===== config.mk =====
export PLATFORM = sky130hd
export DESIGN_NAME = rf_frontend_config_regs
export DESIGN_NICKNAME = d
export VERILOG_FILES = /design/src/inc/rf_cfg_pkg.sv /design/src/inc/carrier_timer_if.sv /design/src/rtl/carrier_timer.sv /design/src/rtl/rf_frontend_config_regs.sv
export SDC_FILE = /design/constraint.sdc
export NUM_CORES = 1
export LEC_CHECK = 0
export ABC_AREA = 0
export BUFFER_PORTS_ARGS = -buffer_cell sky130_fd_sc_hd__buf_2
export CAP_MARGIN = 0
export CORE_MARGIN = 2
export CORE_UTILIZATION = 60
export DETAILED_ROUTE_END_ITERATION = 16
export HOLD_SLACK_MARGIN = 0.06
export PLACE_DENSITY = 0.84
export REMOVE_ABC_BUFFERS = 1
export SLEW_MARGIN = 20
export SYNTH_ARGS = -nofsm -noshare
export SYNTH_HDL_FRONTEND = slang
export SYNTH_HIERARCHICAL = 1
export SYNTH_SLANG_ARGS = --single-unit

===== constraint.sdc =====
create_clock -name ref_clk -period 4.5 [get_ports ref_clk]
set_input_delay 0.45 -clock ref_clk [delete_from_list [all_inputs] [get_ports ref_clk]]
set_output_delay 0.45 -clock ref_clk [all_outputs]
set_load 0.05 [all_outputs]

===== src/inc/rf_cfg_pkg.sv =====
// Constants for the RF front-end configuration register group
package rf_cfg_pkg;
   localparam int ADDR_W = 8;
   localparam int DATA_W = 8;
   // Register offsets
   localparam logic [7:0] OFF_N_OFF_COND = 8'h23;
   localparam logic [7:0] OFF_PULSE_WIDTH = 8'h24;
   localparam logic [7:0] OFF_TX_PHASE = 8'h25;
   localparam logic [7:0] OFF_RF_CFG = 8'h26;
   // Reset values
   localparam logic [7:0] RST_N_OFF_COND = 8'h88;
   localparam logic [7:0] RST_PULSE_WIDTH = 8'h26;
   localparam logic [7:0] RST_TX_PHASE = 8'h87;
   localparam logic [7:0] RST_RF_CFG = 8'h48;
   localparam logic [7:0] RD_UNMAPPED = 8'h00;
   // Field positions
   localparam int UNMOD_MSB = 7;
   localparam int UNMOD_LSB = 4;
   localparam int MOD_MSB = 3;
   localparam int MOD_LSB = 0;
   localparam int DEMOD_CLK_BIT = 7;
   localparam int PHASE_MSB = 6;
   localparam int AMP_BIT = 7;
   localparam int GAIN_MSB = 6;
   localparam int GAIN_LSB = 4;
   localparam int SENS_MSB = 3;
   localparam int SENS_LSB = 0;
   // Soft power-down forces the top conductance bit
   localparam logic [3:0] COND_FORCE = 4'h8;
   // Receiver gain in dB
   localparam logic [5:0] GAIN_18DB = 6'h12;
   localparam logic [5:0] GAIN_23DB = 6'h17;
   localparam logic [5:0] GAIN_33DB = 6'h21;
   localparam logic [5:0] GAIN_38DB = 6'h26;
   localparam logic [5:0] GAIN_43DB = 6'h2B;
   localparam logic [5:0] GAIN_48DB = 6'h30;
   // Subcarrier period in carrier periods
   localparam logic [4:0] SUB_PERIOD = 5'h10;
   localparam logic [3:0] SUB_LOW_BASE = 4'h1;
   localparam logic [7:0] MILLER_EXTRA = 8'h01;
endpackage : rf_cfg_pkg


===== src/inc/carrier_timer_if.sv =====
// Signals between the register group and its carrier-period timer
`timescale 1ns/1ps
`default_nettype none
interface carrier_timer_if;
   logic tick;
   logic initiator;
   logic target106;
   logic miller_start;
   logic sub_en;
   logic tx_start;
   logic [7:0] width;
   logic [6:0] phase;
   logic miller_pulse;
   logic subcarrier;
   logic tx_go;
   modport ctrl (output tick, initiator, target106, miller_start, sub_en, tx_start, width,
      phase, input miller_pulse, subcarrier, tx_go);
   modport timer (input tick, initiator, target106, miller_start, sub_en, tx_start, width,
      phase, output miller_pulse, subcarrier, tx_go);
endinterface : carrier_timer_if
`default_nettype wire


===== src/rtl/carrier_timer.sv =====
// Carrier-period timer: Miller pulse, subcarrier duty cycle, transmit phase wait
`timescale 1ns/1ps
`default_nettype none
module carrier_timer import rf_cfg_pkg::*; (
   // Clock and reset
   input wire logic ref_clk,
   input wire logic rst_n,
   // Control side
   carrier_timer_if.timer tif
);
   typedef enum logic {TX_IDLE, TX_WAIT} tx_state_t;

   logic mil_on_q, mil_on_d;
   logic [7:0] mil_cnt_q, mil_cnt_d;
   logic sub_q, sub_d;
   logic [3:0] sub_cnt_q, sub_cnt_d;
   logic [3:0] low_len, high_len, cur_len;
   tx_state_t tx_state_q, tx_state_d;
   logic [6:0] tx_cnt_q, tx_cnt_d;
   logic go_q, go_d;

   // Next values of all three timers
   always_comb begin
      mil_on_d = mil_on_q;
      mil_cnt_d = mil_cnt_q;
      // Pulse lasts width + 1 carrier periods; a new start retriggers
      if (tif.miller_start && tif.initiator) begin
         mil_on_d = 1'b1;
         mil_cnt_d = tif.width;
      end else if (mil_on_q && tif.tick) begin
         if (mil_cnt_q == 8'h00) begin
            mil_on_d = 1'b0;
         end else begin
            mil_cnt_d = mil_cnt_q - MILLER_EXTRA;
         end
      end
      // Low for (width mod 8) + 1 periods, high for the rest of 16
      low_len = {1'b0, tif.width[2:0]} + SUB_LOW_BASE;
      high_len = 4'(SUB_PERIOD - {1'b0, low_len});
      cur_len = sub_q ? high_len : low_len;
      sub_d = sub_q;
      sub_cnt_d = sub_cnt_q;
      if (!(tif.sub_en && tif.target106)) begin
         sub_d = 1'b0;
         sub_cnt_d = 4'h0;
      end else if (tif.tick) begin
         if (sub_cnt_q >= cur_len - 4'h1) begin
            sub_d = !sub_q;
            sub_cnt_d = 4'h0;
         end else begin
            sub_cnt_d = sub_cnt_q + 4'h1;
         end
      end
      // Extra wait of phase carrier periods ahead of transmission
      tx_state_d = tx_state_q;
      tx_cnt_d = tx_cnt_q;
      go_d = 1'b0;
      unique case (tx_state_q)
         TX_IDLE: begin
            if (tif.tx_start) begin
               if (tif.phase == 7'h00) begin
                  go_d = 1'b1;
               end else begin
                  tx_state_d = TX_WAIT;
                  tx_cnt_d = tif.phase;
               end
            end
         end
         TX_WAIT: begin
            if (tif.tick) begin
               if (tx_cnt_q == 7'h01) begin
                  go_d = 1'b1;
                  tx_state_d = TX_IDLE;
               end
               tx_cnt_d = tx_cnt_q - 7'h01;
            end
         end
      endcase
   end

   // Timer state registers
   always_ff @(posedge ref_clk) begin
      if (!rst_n) begin
         mil_on_q <= 1'b0;
         mil_cnt_q <= 8'h00;
         sub_q <= 1'b0;
         sub_cnt_q <= 4'h0;
         tx_state_q <= TX_IDLE;
         tx_cnt_q <= 7'h00;
         go_q <= 1'b0;
      end else begin
         mil_on_q <= mil_on_d;
         mil_cnt_q <= mil_cnt_d;
         sub_q <= sub_d;
         sub_cnt_q <= sub_cnt_d;
         tx_state_q <= tx_state_d;
         tx_cnt_q <= tx_cnt_d;
         go_q <= go_d;
      end
   end

   assign tif.miller_pulse = mil_on_q;
   assign tif.subcarrier = sub_q;
   assign tif.tx_go = go_q;

   // Helper counters that only the checks read
   logic [8:0] mil_ticks_q;
   logic [8:0] mil_w_q;
   logic [3:0] low_ticks_q;
   logic [6:0] tx_ticks_q;
   logic [6:0] tx_ph_q;
   always_ff @(posedge ref_clk) begin
      if (!rst_n) begin
         mil_ticks_q <= 9'h000;
         mil_w_q <= 9'h000;
         low_ticks_q <= 4'h0;
         tx_ticks_q <= 7'h00;
         tx_ph_q <= 7'h00;
      end else begin
         if (tif.miller_start && tif.initiator) begin
            mil_ticks_q <= 9'h000;
            mil_w_q <= {1'b0, tif.width} + 9'h001;
         end else if (mil_on_q && tif.tick) begin
            mil_ticks_q <= mil_ticks_q + 9'h001;
         end
         if (sub_q || !(tif.sub_en && tif.target106)) begin
            low_ticks_q <= 4'h0;
         end else if (tif.tick) begin
            low_ticks_q <= low_ticks_q + 4'h1;
         end
         if (tx_state_q == TX_IDLE && tif.tx_start) begin
            tx_ticks_q <= 7'h00;
            tx_ph_q <= tif.phase;
         end else if (tx_state_q == TX_WAIT && tif.tick) begin
            tx_ticks_q <= tx_ticks_q + 7'h01;
         end
      end
   end
endmodule : carrier_timer
`default_nettype wire


===== src/rtl/rf_frontend_config_regs.sv =====
// RF front-end configuration registers with driver code selection and timing
//
// The implementer's own choice: the strobed register port.
`timescale 1ns/1ps
`default_nettype none
// What this block does
// - Off unmodulated code used when driver off or load-modulating
// - Off modulated code used when driver off or load-modulating
// - Soft power-down forces code MSB high
// - Load modulation uses the off-state codes
// - Miller pulse lasts width plus one periods
// - Subcarrier low (width mod 8)+1, high rest
// - Phase value adds carrier cycles before transmit
// - Phase bit 7 selects field-derived demodulator clock
// - Gain code decodes to documented dB table
// - Config bit 7 enables level detector amplifier
// - Low nibble sets level detector sensitivity
module rf_frontend_config_regs import rf_cfg_pkg::*; (
   // Clock and reset
   input wire logic ref_clk,
   input wire logic rst_n,
   // Register port
   input wire logic [ADDR_W-1:0] reg_addr,
   input wire logic [DATA_W-1:0] reg_wdata,
   input wire logic reg_wr,
   input wire logic reg_rd,
   output logic [DATA_W-1:0] reg_rdata,
   // Driver state and on-state codes
   input wire logic driver_on,
   input wire logic soft_power_down,
   input wire logic load_modulate,
   input wire logic [3:0] unmod_n_on_conductance,
   input wire logic [3:0] mod_n_on_conductance,
   // Role and timing requests
   input wire logic carrier_tick,
   input wire logic initiator_mode,
   input wire logic target_106_mode,
   input wire logic miller_start,
   input wire logic subcarrier_enable,
   input wire logic tx_start,
   // Driver codes
   output logic [3:0] n_unmod_code,
   output logic [3:0] n_mod_code,
   // Receiver settings
   output logic demod_clock_from_field,
   output logic [5:0] receiver_gain_db,
   output logic field_detector_amp_on,
   output logic [3:0] field_detector_sensitivity,
   // Timing outputs
   output logic miller_pulse,
   output logic subcarrier_out,
   output logic tx_go
);
   logic [7:0] n_off_q, n_off_d;
   logic [7:0] width_q, width_d;
   logic [7:0] phase_q, phase_d;
   logic [7:0] rf_cfg_q, rf_cfg_d;
   logic [7:0] rdata_q, rdata_d;
   logic [3:0] unmod_q, unmod_d;
   logic [3:0] mod_q, mod_d;
   logic demod_q, demod_d;
   logic [5:0] gain_q, gain_d;
   logic amp_q, amp_d;
   logic [3:0] sens_q, sens_d;
   logic use_off;
   logic [3:0] unmod_n_off_conductance;
   logic [3:0] mod_n_off_conductance;
   logic [2:0] receiver_gain_select;

   carrier_timer_if tif ();

   // Register writes and read data; reads never disturb stored values
   always_comb begin
      n_off_d = n_off_q;
      width_d = width_q;
      phase_d = phase_q;
      rf_cfg_d = rf_cfg_q;
      rdata_d = RD_UNMAPPED;
      if (reg_wr) begin
         unique case (reg_addr)
            OFF_N_OFF_COND: n_off_d = reg_wdata;
            OFF_PULSE_WIDTH: width_d = reg_wdata;
            OFF_TX_PHASE: phase_d = reg_wdata;
            OFF_RF_CFG: rf_cfg_d = reg_wdata;
            default: ;
         endcase
      end
      // Read-back shows stored bits, never the forced driver code
      if (reg_rd) begin
         unique case (reg_addr)
            OFF_N_OFF_COND: rdata_d = n_off_q;
            OFF_PULSE_WIDTH: rdata_d = width_q;
            OFF_TX_PHASE: rdata_d = phase_q;
            OFF_RF_CFG: rdata_d = rf_cfg_q;
            default: rdata_d = RD_UNMAPPED;
         endcase
      end
   end

   // Register storage
   always_ff @(posedge ref_clk) begin
      if (!rst_n) begin
         n_off_q <= RST_N_OFF_COND;
         width_q <= RST_PULSE_WIDTH;
         phase_q <= RST_TX_PHASE;
         rf_cfg_q <= RST_RF_CFG;
         rdata_q <= RD_UNMAPPED;
      end else begin
         n_off_q <= n_off_d;
         width_q <= width_d;
         phase_q <= phase_d;
         rf_cfg_q <= rf_cfg_d;
         rdata_q <= rdata_d;
      end
   end

   assign unmod_n_off_conductance = n_off_q[UNMOD_MSB:UNMOD_LSB];
   assign mod_n_off_conductance = n_off_q[MOD_MSB:MOD_LSB];
   assign receiver_gain_select = rf_cfg_q[GAIN_MSB:GAIN_LSB];

   // Off codes when the driver is off or the block load-modulates
   assign use_off = !driver_on || load_modulate;

   // Driver codes and receiver settings, registered so outputs are glitch free
   always_comb begin
      unmod_d = use_off ? unmod_n_off_conductance : unmod_n_on_conductance;
      mod_d = use_off ? mod_n_off_conductance : mod_n_on_conductance;
      // Forcing acts on the delivered code only
      if (soft_power_down) begin
         unmod_d = unmod_d | COND_FORCE;
         mod_d = mod_d | COND_FORCE;
      end
      demod_d = phase_q[DEMOD_CLK_BIT];
      amp_d = rf_cfg_q[AMP_BIT];
      sens_d = rf_cfg_q[SENS_MSB:SENS_LSB];
      // Low codes repeat the lowest two gains
      unique case (receiver_gain_select)
         3'h0, 3'h2: gain_d = GAIN_18DB;
         3'h1, 3'h3: gain_d = GAIN_23DB;
         3'h4: gain_d = GAIN_33DB;
         3'h5: gain_d = GAIN_38DB;
         3'h6: gain_d = GAIN_43DB;
         3'h7: gain_d = GAIN_48DB;
      endcase
   end

   // Output registers
   always_ff @(posedge ref_clk) begin
      if (!rst_n) begin
         unmod_q <= 4'h0;
         mod_q <= 4'h0;
         demod_q <= 1'b0;
         gain_q <= 6'h00;
         amp_q <= 1'b0;
         sens_q <= 4'h0;
      end else begin
         unmod_q <= unmod_d;
         mod_q <= mod_d;
         demod_q <= demod_d;
         gain_q <= gain_d;
         amp_q <= amp_d;
         sens_q <= sens_d;
      end
   end

   // Timer control; width is trusted to fit half a bit period
   assign tif.tick = carrier_tick;
   assign tif.initiator = initiator_mode;
   assign tif.target106 = target_106_mode;
   assign tif.miller_start = miller_start;
   assign tif.sub_en = subcarrier_enable;
   assign tif.tx_start = tx_start;
   assign tif.width = width_q;
   assign tif.phase = phase_q[PHASE_MSB:0];

   carrier_timer u_timer (
      .ref_clk(ref_clk),
      .rst_n(rst_n),
      .tif(tif.timer)
   );

   // Outputs straight from flip-flops
   assign reg_rdata = rdata_q;
   assign n_unmod_code = unmod_q;
   assign n_mod_code = mod_q;
   assign demod_clock_from_field = demod_q;
   assign receiver_gain_db = gain_q;
   assign field_detector_amp_on = amp_q;
   assign field_detector_sensitivity = sens_q;
   assign miller_pulse = tif.miller_pulse;
   assign subcarrier_out = tif.subcarrier;
   assign tx_go = tif.tx_go;
endmodule : rf_frontend_config_regs
`default_nettype wire


==> results of run 1 <==
worst paths after layout:
check | from | to | slack (ns) | depth (start not counted)
setup / recovery | tif.width[0] | u_timer/tif.subcarrier | 1.87 | 9
hold / removal | soft_power_down | n_mod_code[3] | 0.32 | 2
setup reg to reg | tif.width[0] | u_timer/tif.subcarrier | 1.87 | 9
hold reg to reg | rf_cfg_q[0] | field_detector_sensitivity[0] | 0.47 | 2
Yosys cell counts, drive strengths merged, types with 3 or more instances:
library cell and number:
nand2b 6, nor3b 4, mux2i 35, or3 4
nor2 15, mux2 4, o21a 4, o21ai 19
xnor2 6, buf 8, nor2b 24, nand4b 3
clkbuf 15, a21oi 24, nor3 3, a21boi 10
ha 12, nand3 9, xor2 4, or2 3
and3b 15, and2 5, nand2 55, dfxtp 83
a22oi 7, a211oi 8, nand4 7, inv 17
state kept, by name, indices dropped and copies added, names as in the netlist:
register,cells
u_timer/tif.tx_go,1
receiver_gain_db,6
u_timer/mil_cnt_q,8
demod_clock_from_field,1
rf_cfg_q,8
n_off_q,8
phase_q,8
n_unmod_code,4
u_timer/tx_state_q,1
n_mod_code,4
reg_rdata,8
u_timer/tif.miller_pulse,1
field_detector_sensitivity,4
u_timer/sub_cnt_q,4
u_timer/tif.subcarrier,1
field_detector_amp_on,1
u_timer/tx_cnt_q,7
tif.width,8
metrics by stage:
step	instance area [µm²]	setup slack, ns
global placement	4430	2.05
floorplan	3990	2.17
CTS	4630	1.91
detailed placement	4430	1.94
finish	4630	1.87
global route	4630	1.65
cell families (layout without fill, tap and decap cells):
logic type,Yosys count,count (layout),synth area share
simple gates,164,164,0.240
compound gates,93,93,0.156
flops,83,83,0.405
buf+inv,41,102,0.0448
mux,39,39,0.0963
fa+ha+maj,12,12,0.0366
xor+xnor,10,10,0.0213
worst register-to-register path, cell delays in order (launching register included):
cell       delay [ns]
dfxtp_1          0.42
ha_1             0.37
inv_1            0.09
o2111ai_1        0.19
a21oi_1          0.09
a2111oi_0        0.45
ha_1             0.35
or3_1            0.35
a31o_1           0.18
nand3_1          0.07
power groups by stage:
stage | registers [mW] | logic, mW | clock network (mW)
floorplan | 0.803 | 0.0981 | 0
global placement | 0.787 | 0.172 | 0
detailed placement | 0.788 | 0.178 | 0
CTS | 0.771 | 0.179 | 0.554
global route | 0.774 | 0.197 | 0.581
finish | 0.771 | 0.181 | 0.549
routing by layer:
| layer | global-route usage | vias up | part of all wire |
|---|---|---|---|
| met5 | 0 | - | 0 |
| met4 | 0.0952 | 0 | 0.015 |
| met3 | 0.0390 | 12 | 0.048 |
| met2 | 0.427 | 104 | 0.48 |
| met1 | 0.339 | 1623 | 0.46 |
| li1 | - | 1688 | - |
layout make-up:
cell class	instances	share of cell area
Clock buffer	11	0.0305
Tap cell	80	0.0216
Sequential cell	83	0.359
Multi-Input combinational cell	318	0.487
Clock inverter	5	0.0135
Inverter	18	0.0146
Timing Repair Buffer	68	0.0740
==> impl_metrics.ini, run 1 <==
[finish]
final_common_cell = dfxtp_1
multi_input_area_um2 = 2260
fin_util = 0.690
layout-drive-gt1-share = 0.203
fillCellCount = 513
syn_to_final_growth_pct = 12.9
seq_area_um2 = 1660
final_cell_mix = dfxtp_1 (83), buf_2 (67), nand2_1 (55)
final_cells = 583
nNetsFinal = 547
num_antenna_cells = 0

[timing]
setup_tns_ns = 0
skew_ns = 0.0120
whs_ns = 0.321
slew_violations = 0
rsz0062_at_grt = no
setup_viol = 0
timing.final.crit_share = 0.585
slew-limit-headroom = 0.381
period_needed_ns = 2.63
worst-slew-pin-transition_ns = 0.929
hold_violations = 0
fmax_ghz = 0.380

[clock_network]
cts_hold_buf = 0
clk_latency_ns = 0.36
clockBufferDepth = 2
numCtsBuffers = 9
clkSlewWorstSetupHoldPaths_ns = 0.08
htree_levels = 3
cts_setup_buffers = 0
cts_root_buffer = clkbuf_8
cts_resized = 0
cts_tree = done
cts_sinks = 83

[floorplan]
ios = 68
floorplan.initialDensity = 0.611
num_rows = 30
die-area_um2 = 7520
die_w_um = 86.7
core-area_um2 = 6720
die_h_um = 86.7

[synthesis]
yosysSeqAreaShare = 0.405
synth_area_leaders = dfxtp_1 (40%), mux2i_1 (8.5%), nand2_1 (5.0%)
synth_top_area_share = 0.405
synthCells = 442
synth_area_um2 = 4100
ys.warnings.count = 6
synthFlopType = dfxtp_1
ys_types = 68
synth_top_area_cell = dfxtp_1
synth_edf_count = 0
syn_area_per_cell_um2 = 9.28
synth_seq_cells = 83
synth-async-reset-ratio = 0

[routing]
num_vias = 3427
final_antenna_net_count = 0
vias_per_cell = 5.88
drt-initial-drc-count = 160
drt_first_pass_iters = 5
wire_per_inst_um = 16.2
drc = 0
wl_mm = 9.42

[setup_path]
cpPeakStageDelay_ns = 0.45
path_class = flop to flop
cp_cell_sequence = ha_1, inv_1, o2111ai_1, a21oi_1, a2111oi_0, ha_1, or3_1, a31o_1, nand3_1
cpMostUsedCell = ha_1
worstPathMaxFanout = 10
required_ns = 4.79
cp-start-kind = flop
cp-end-kind = flop
critPathArrivalTime_ns = 2.93
slowest_stage = a2111oi_0
cpLargestDelayFamily = compound AO/OA/AOI/OAI gates
critPathBufInv = 1

[run_status]
outcome = finished clean

[worst_hold_path]
min_path_type = input pin to flop

[global_routing]
antenna_found_initial = 0
grt_pass1_wl_mm = 15.1
track_usage = 0.257
grt-ovfl-total = 0
grt_max_degree = 59
grt_pass1_vias = 3148

[pwr]
power_mw = 1.50
clock_power_share = 0.366
combPwrFrac = 0.120
switching_share = 0.269
power.switching_uw = 404
p_int_mw = 1.10
vdd_drop_max_uv = 219
p_per_area_nw_per_um2 = 324
seqPwrFrac = 0.514
p_leak_nw = 2.04

[placed_design]
place_inst = 567
dp.final_hpwl_mm = 6.57
portBuffers = 67
gp_congestion = 0.879

[run]
maxCapViolations = 0
No activity file was read; power rests on OpenSTA's default activity.
==> run 2, diff against run 1 <==
--- a/config.mk
+++ b/config.mk
@@ -9,10 +9,10 @@
 export BUFFER_PORTS_ARGS = -buffer_cell sky130_fd_sc_hd__buf_2
 export CAP_MARGIN = 0
 export CORE_MARGIN = 2
-export CORE_UTILIZATION = 60
+export CORE_UTILIZATION = 51
 export DETAILED_ROUTE_END_ITERATION = 16
 export HOLD_SLACK_MARGIN = 0.06
-export PLACE_DENSITY = 0.84
+export PLACE_DENSITY = 0.76
 export REMOVE_ABC_BUFFERS = 1
 export SLEW_MARGIN = 20
 export SYNTH_ARGS = -nofsm -noshare
==> constraint.sdc (replaced) <==
create_clock -name ref_clk -period 2.3 [get_ports ref_clk]
set_input_delay 0.23 -clock ref_clk [delete_from_list [all_inputs] [get_ports ref_clk]]
set_output_delay 0.23 -clock ref_clk [all_outputs]
set_load 0.05 [all_outputs]
==> run 2 against run 1 <==
Compared with the run above:
- count of clock-buffer cells in the layout fell by 1
- first-iteration DRC count rose by 38%
- largest power group unchanged
- critical endpoint unchanged
- final area rose by 1.9%
- critical path type unchanged
- sequential share of layout area fell by 0.59 points
==> impl_metrics.ini, run 2 (synthesis results as in run 1) <==
[run_status]
outcome = finished clean

[timing]
period_needed_ns = 2.20
worst-slew-pin-transition_ns = 0.570
whs_ns = 0.0900
rsz0062_at_grt = no
fmax_ghz = 0.455
slew-limit-headroom = 0.619
skew_ns = 0.00704
fin_ws_ns = 0.104
setup_viol = 0
hold_violations = 0
timing.final.crit_share = 0.955
setup_tns_ns = 0
slew_violations = 0

[placed_design]
place_inst = 597
dp_slack_ns = -0.0705
dpl-instance-area_um2 = 4520
gp_congestion = 0.838
portBuffers = 67
dp.final_hpwl_mm = 6.79

[setup_path]
required_ns = 2.60
path_class = flop to flop
startpoint = tif.width[0]
cp-start-kind = flop
reg2reg_depth = 9
reg2reg_slack_ns = 0.10
r2r_end = u_timer/tif.subcarrier
cp-end-kind = flop
critPathArrivalTime_ns = 2.50
worstPathMaxFanout = 4
r2r-start = tif.width[0]

[clock_network]
clk_latency_ns = 0.36
cts_tree = done
clkSlewWorstSetupHoldPaths_ns = 0.09
cts_sinks = 83
cts_hold_buf = 0
cts_root_buffer = clkbuf_8
clockBufferDepth = 2
numCtsBuffers = 9
cts_setup_buffers = 0
htree_levels = 3

[global_routing]
grt_pass1_vias = 3283
grt-ovfl-total = 0
grt_pass1_wl_mm = 15.2
grt_max_degree = 46
antenna_found_initial = 0
track_usage = 0.218

[finish]
final_cells = 613
syn_to_final_growth_pct = 15.1
final_common_cell = dfxtp_1
num_antenna_cells = 0
final_area_um2 = 4720
fin_util = 0.608
final_cell_mix = dfxtp_1 (80), buf_2 (67), nand2_1 (55)
nNetsFinal = 555
layout-drive-gt1-share = 0.227

[routing]
final_antenna_net_count = 0
drt_first_pass_iters = 4
wl_mm = 9.44
num_vias = 3475
vias_per_cell = 5.67
drt-initial-drc-count = 220
wire_per_inst_um = 15.4
drc = 0

[floorplan]
floorplan.initialDensity = 0.528
die_w_um = 93.7
ios = 68
die_h_um = 93.7
core-area_um2 = 7770
num_rows = 32
die-area_um2 = 8780

[pwr]
p_per_area_nw_per_um2 = 598
power_mw = 2.82
p_leak_nw = 2.06
vdd_drop_max_uv = 495

[run]
maxCapViolations = 0

[worst_hold_path]
holdCritStartpoint = soft_power_down
worstHoldPathCells = 2
hold_end = n_unmod_code[3]
min_path_type = input pin to flop
[run 2: changes by cell type in the layout (fill, tap and decap cells not counted), sizes merged]
cell      change
clkinvlp      +1
clkinv        -1
clkbuf        -1
buf           +8
inv           +2
bufinv        -1
[run 2: how the worst max path moves through the flow]
stage | slack [ns] | to
after CTS | 0.01 | u_timer/tif.subcarrier
after global placement | 0.0007 | u_timer/tif.subcarrier
after floorplan | -0.03 | u_timer/tif.subcarrier
after global routing | 0.01 | u_timer/tif.subcarrier
after detailed placement | -0.07 | u_timer/tif.subcarrier
final | 0.10 | u_timer/tif.subcarrier
[run 2: cell type report]
| type | count | area, µm² |
|---|---|---|
| Fill cell | 688 | 3040 |
| Inverter | 18 | 67.6 |
| Tap cell | 102 | 128 |
| Timing Repair Buffer | 76 | 403 |
| Clock inverter | 6 | 48.8 |
| Clock buffer | 10 | 128 |
| Multi-Input combinational cell | 318 | 2280 |
| Sequential cell | 83 | 1670 |
[run 2: report_power, final]
part           internal (mW)  leakage (nW)  switching, mW
Sequential              1.47         0.676         0.0324
Combinational          0.144          1.31          0.217
Clock                  0.402        0.0795          0.559
[run 2: critical path: stages (launching register included)]
cell       delay (ns)
dfxtp_2          0.35
ha_4             0.27
inv_1            0.08
nand4_1          0.10
a21oi_1          0.09
a2111oi_2        0.37
ha_1             0.31
or3_1            0.31
a31o_1           0.19
nand3_1          0.07
[run 2: layer usage]
metal,up-vias,GRT usage,part of all wire
met5,-,0,0
met1,1636,0.283,0.44
li1,1704,-,-
met4,0,0.0966,0.022
met2,116,0.354,0.48
met3,19,0.0409,0.057
[run 2: what timing repair did]
item | 4_1_cts | 5_1_grt
resized for setup | 2 | 5
pin swaps | 0 | 5
endpoints found under the setup margin | 5 | 5
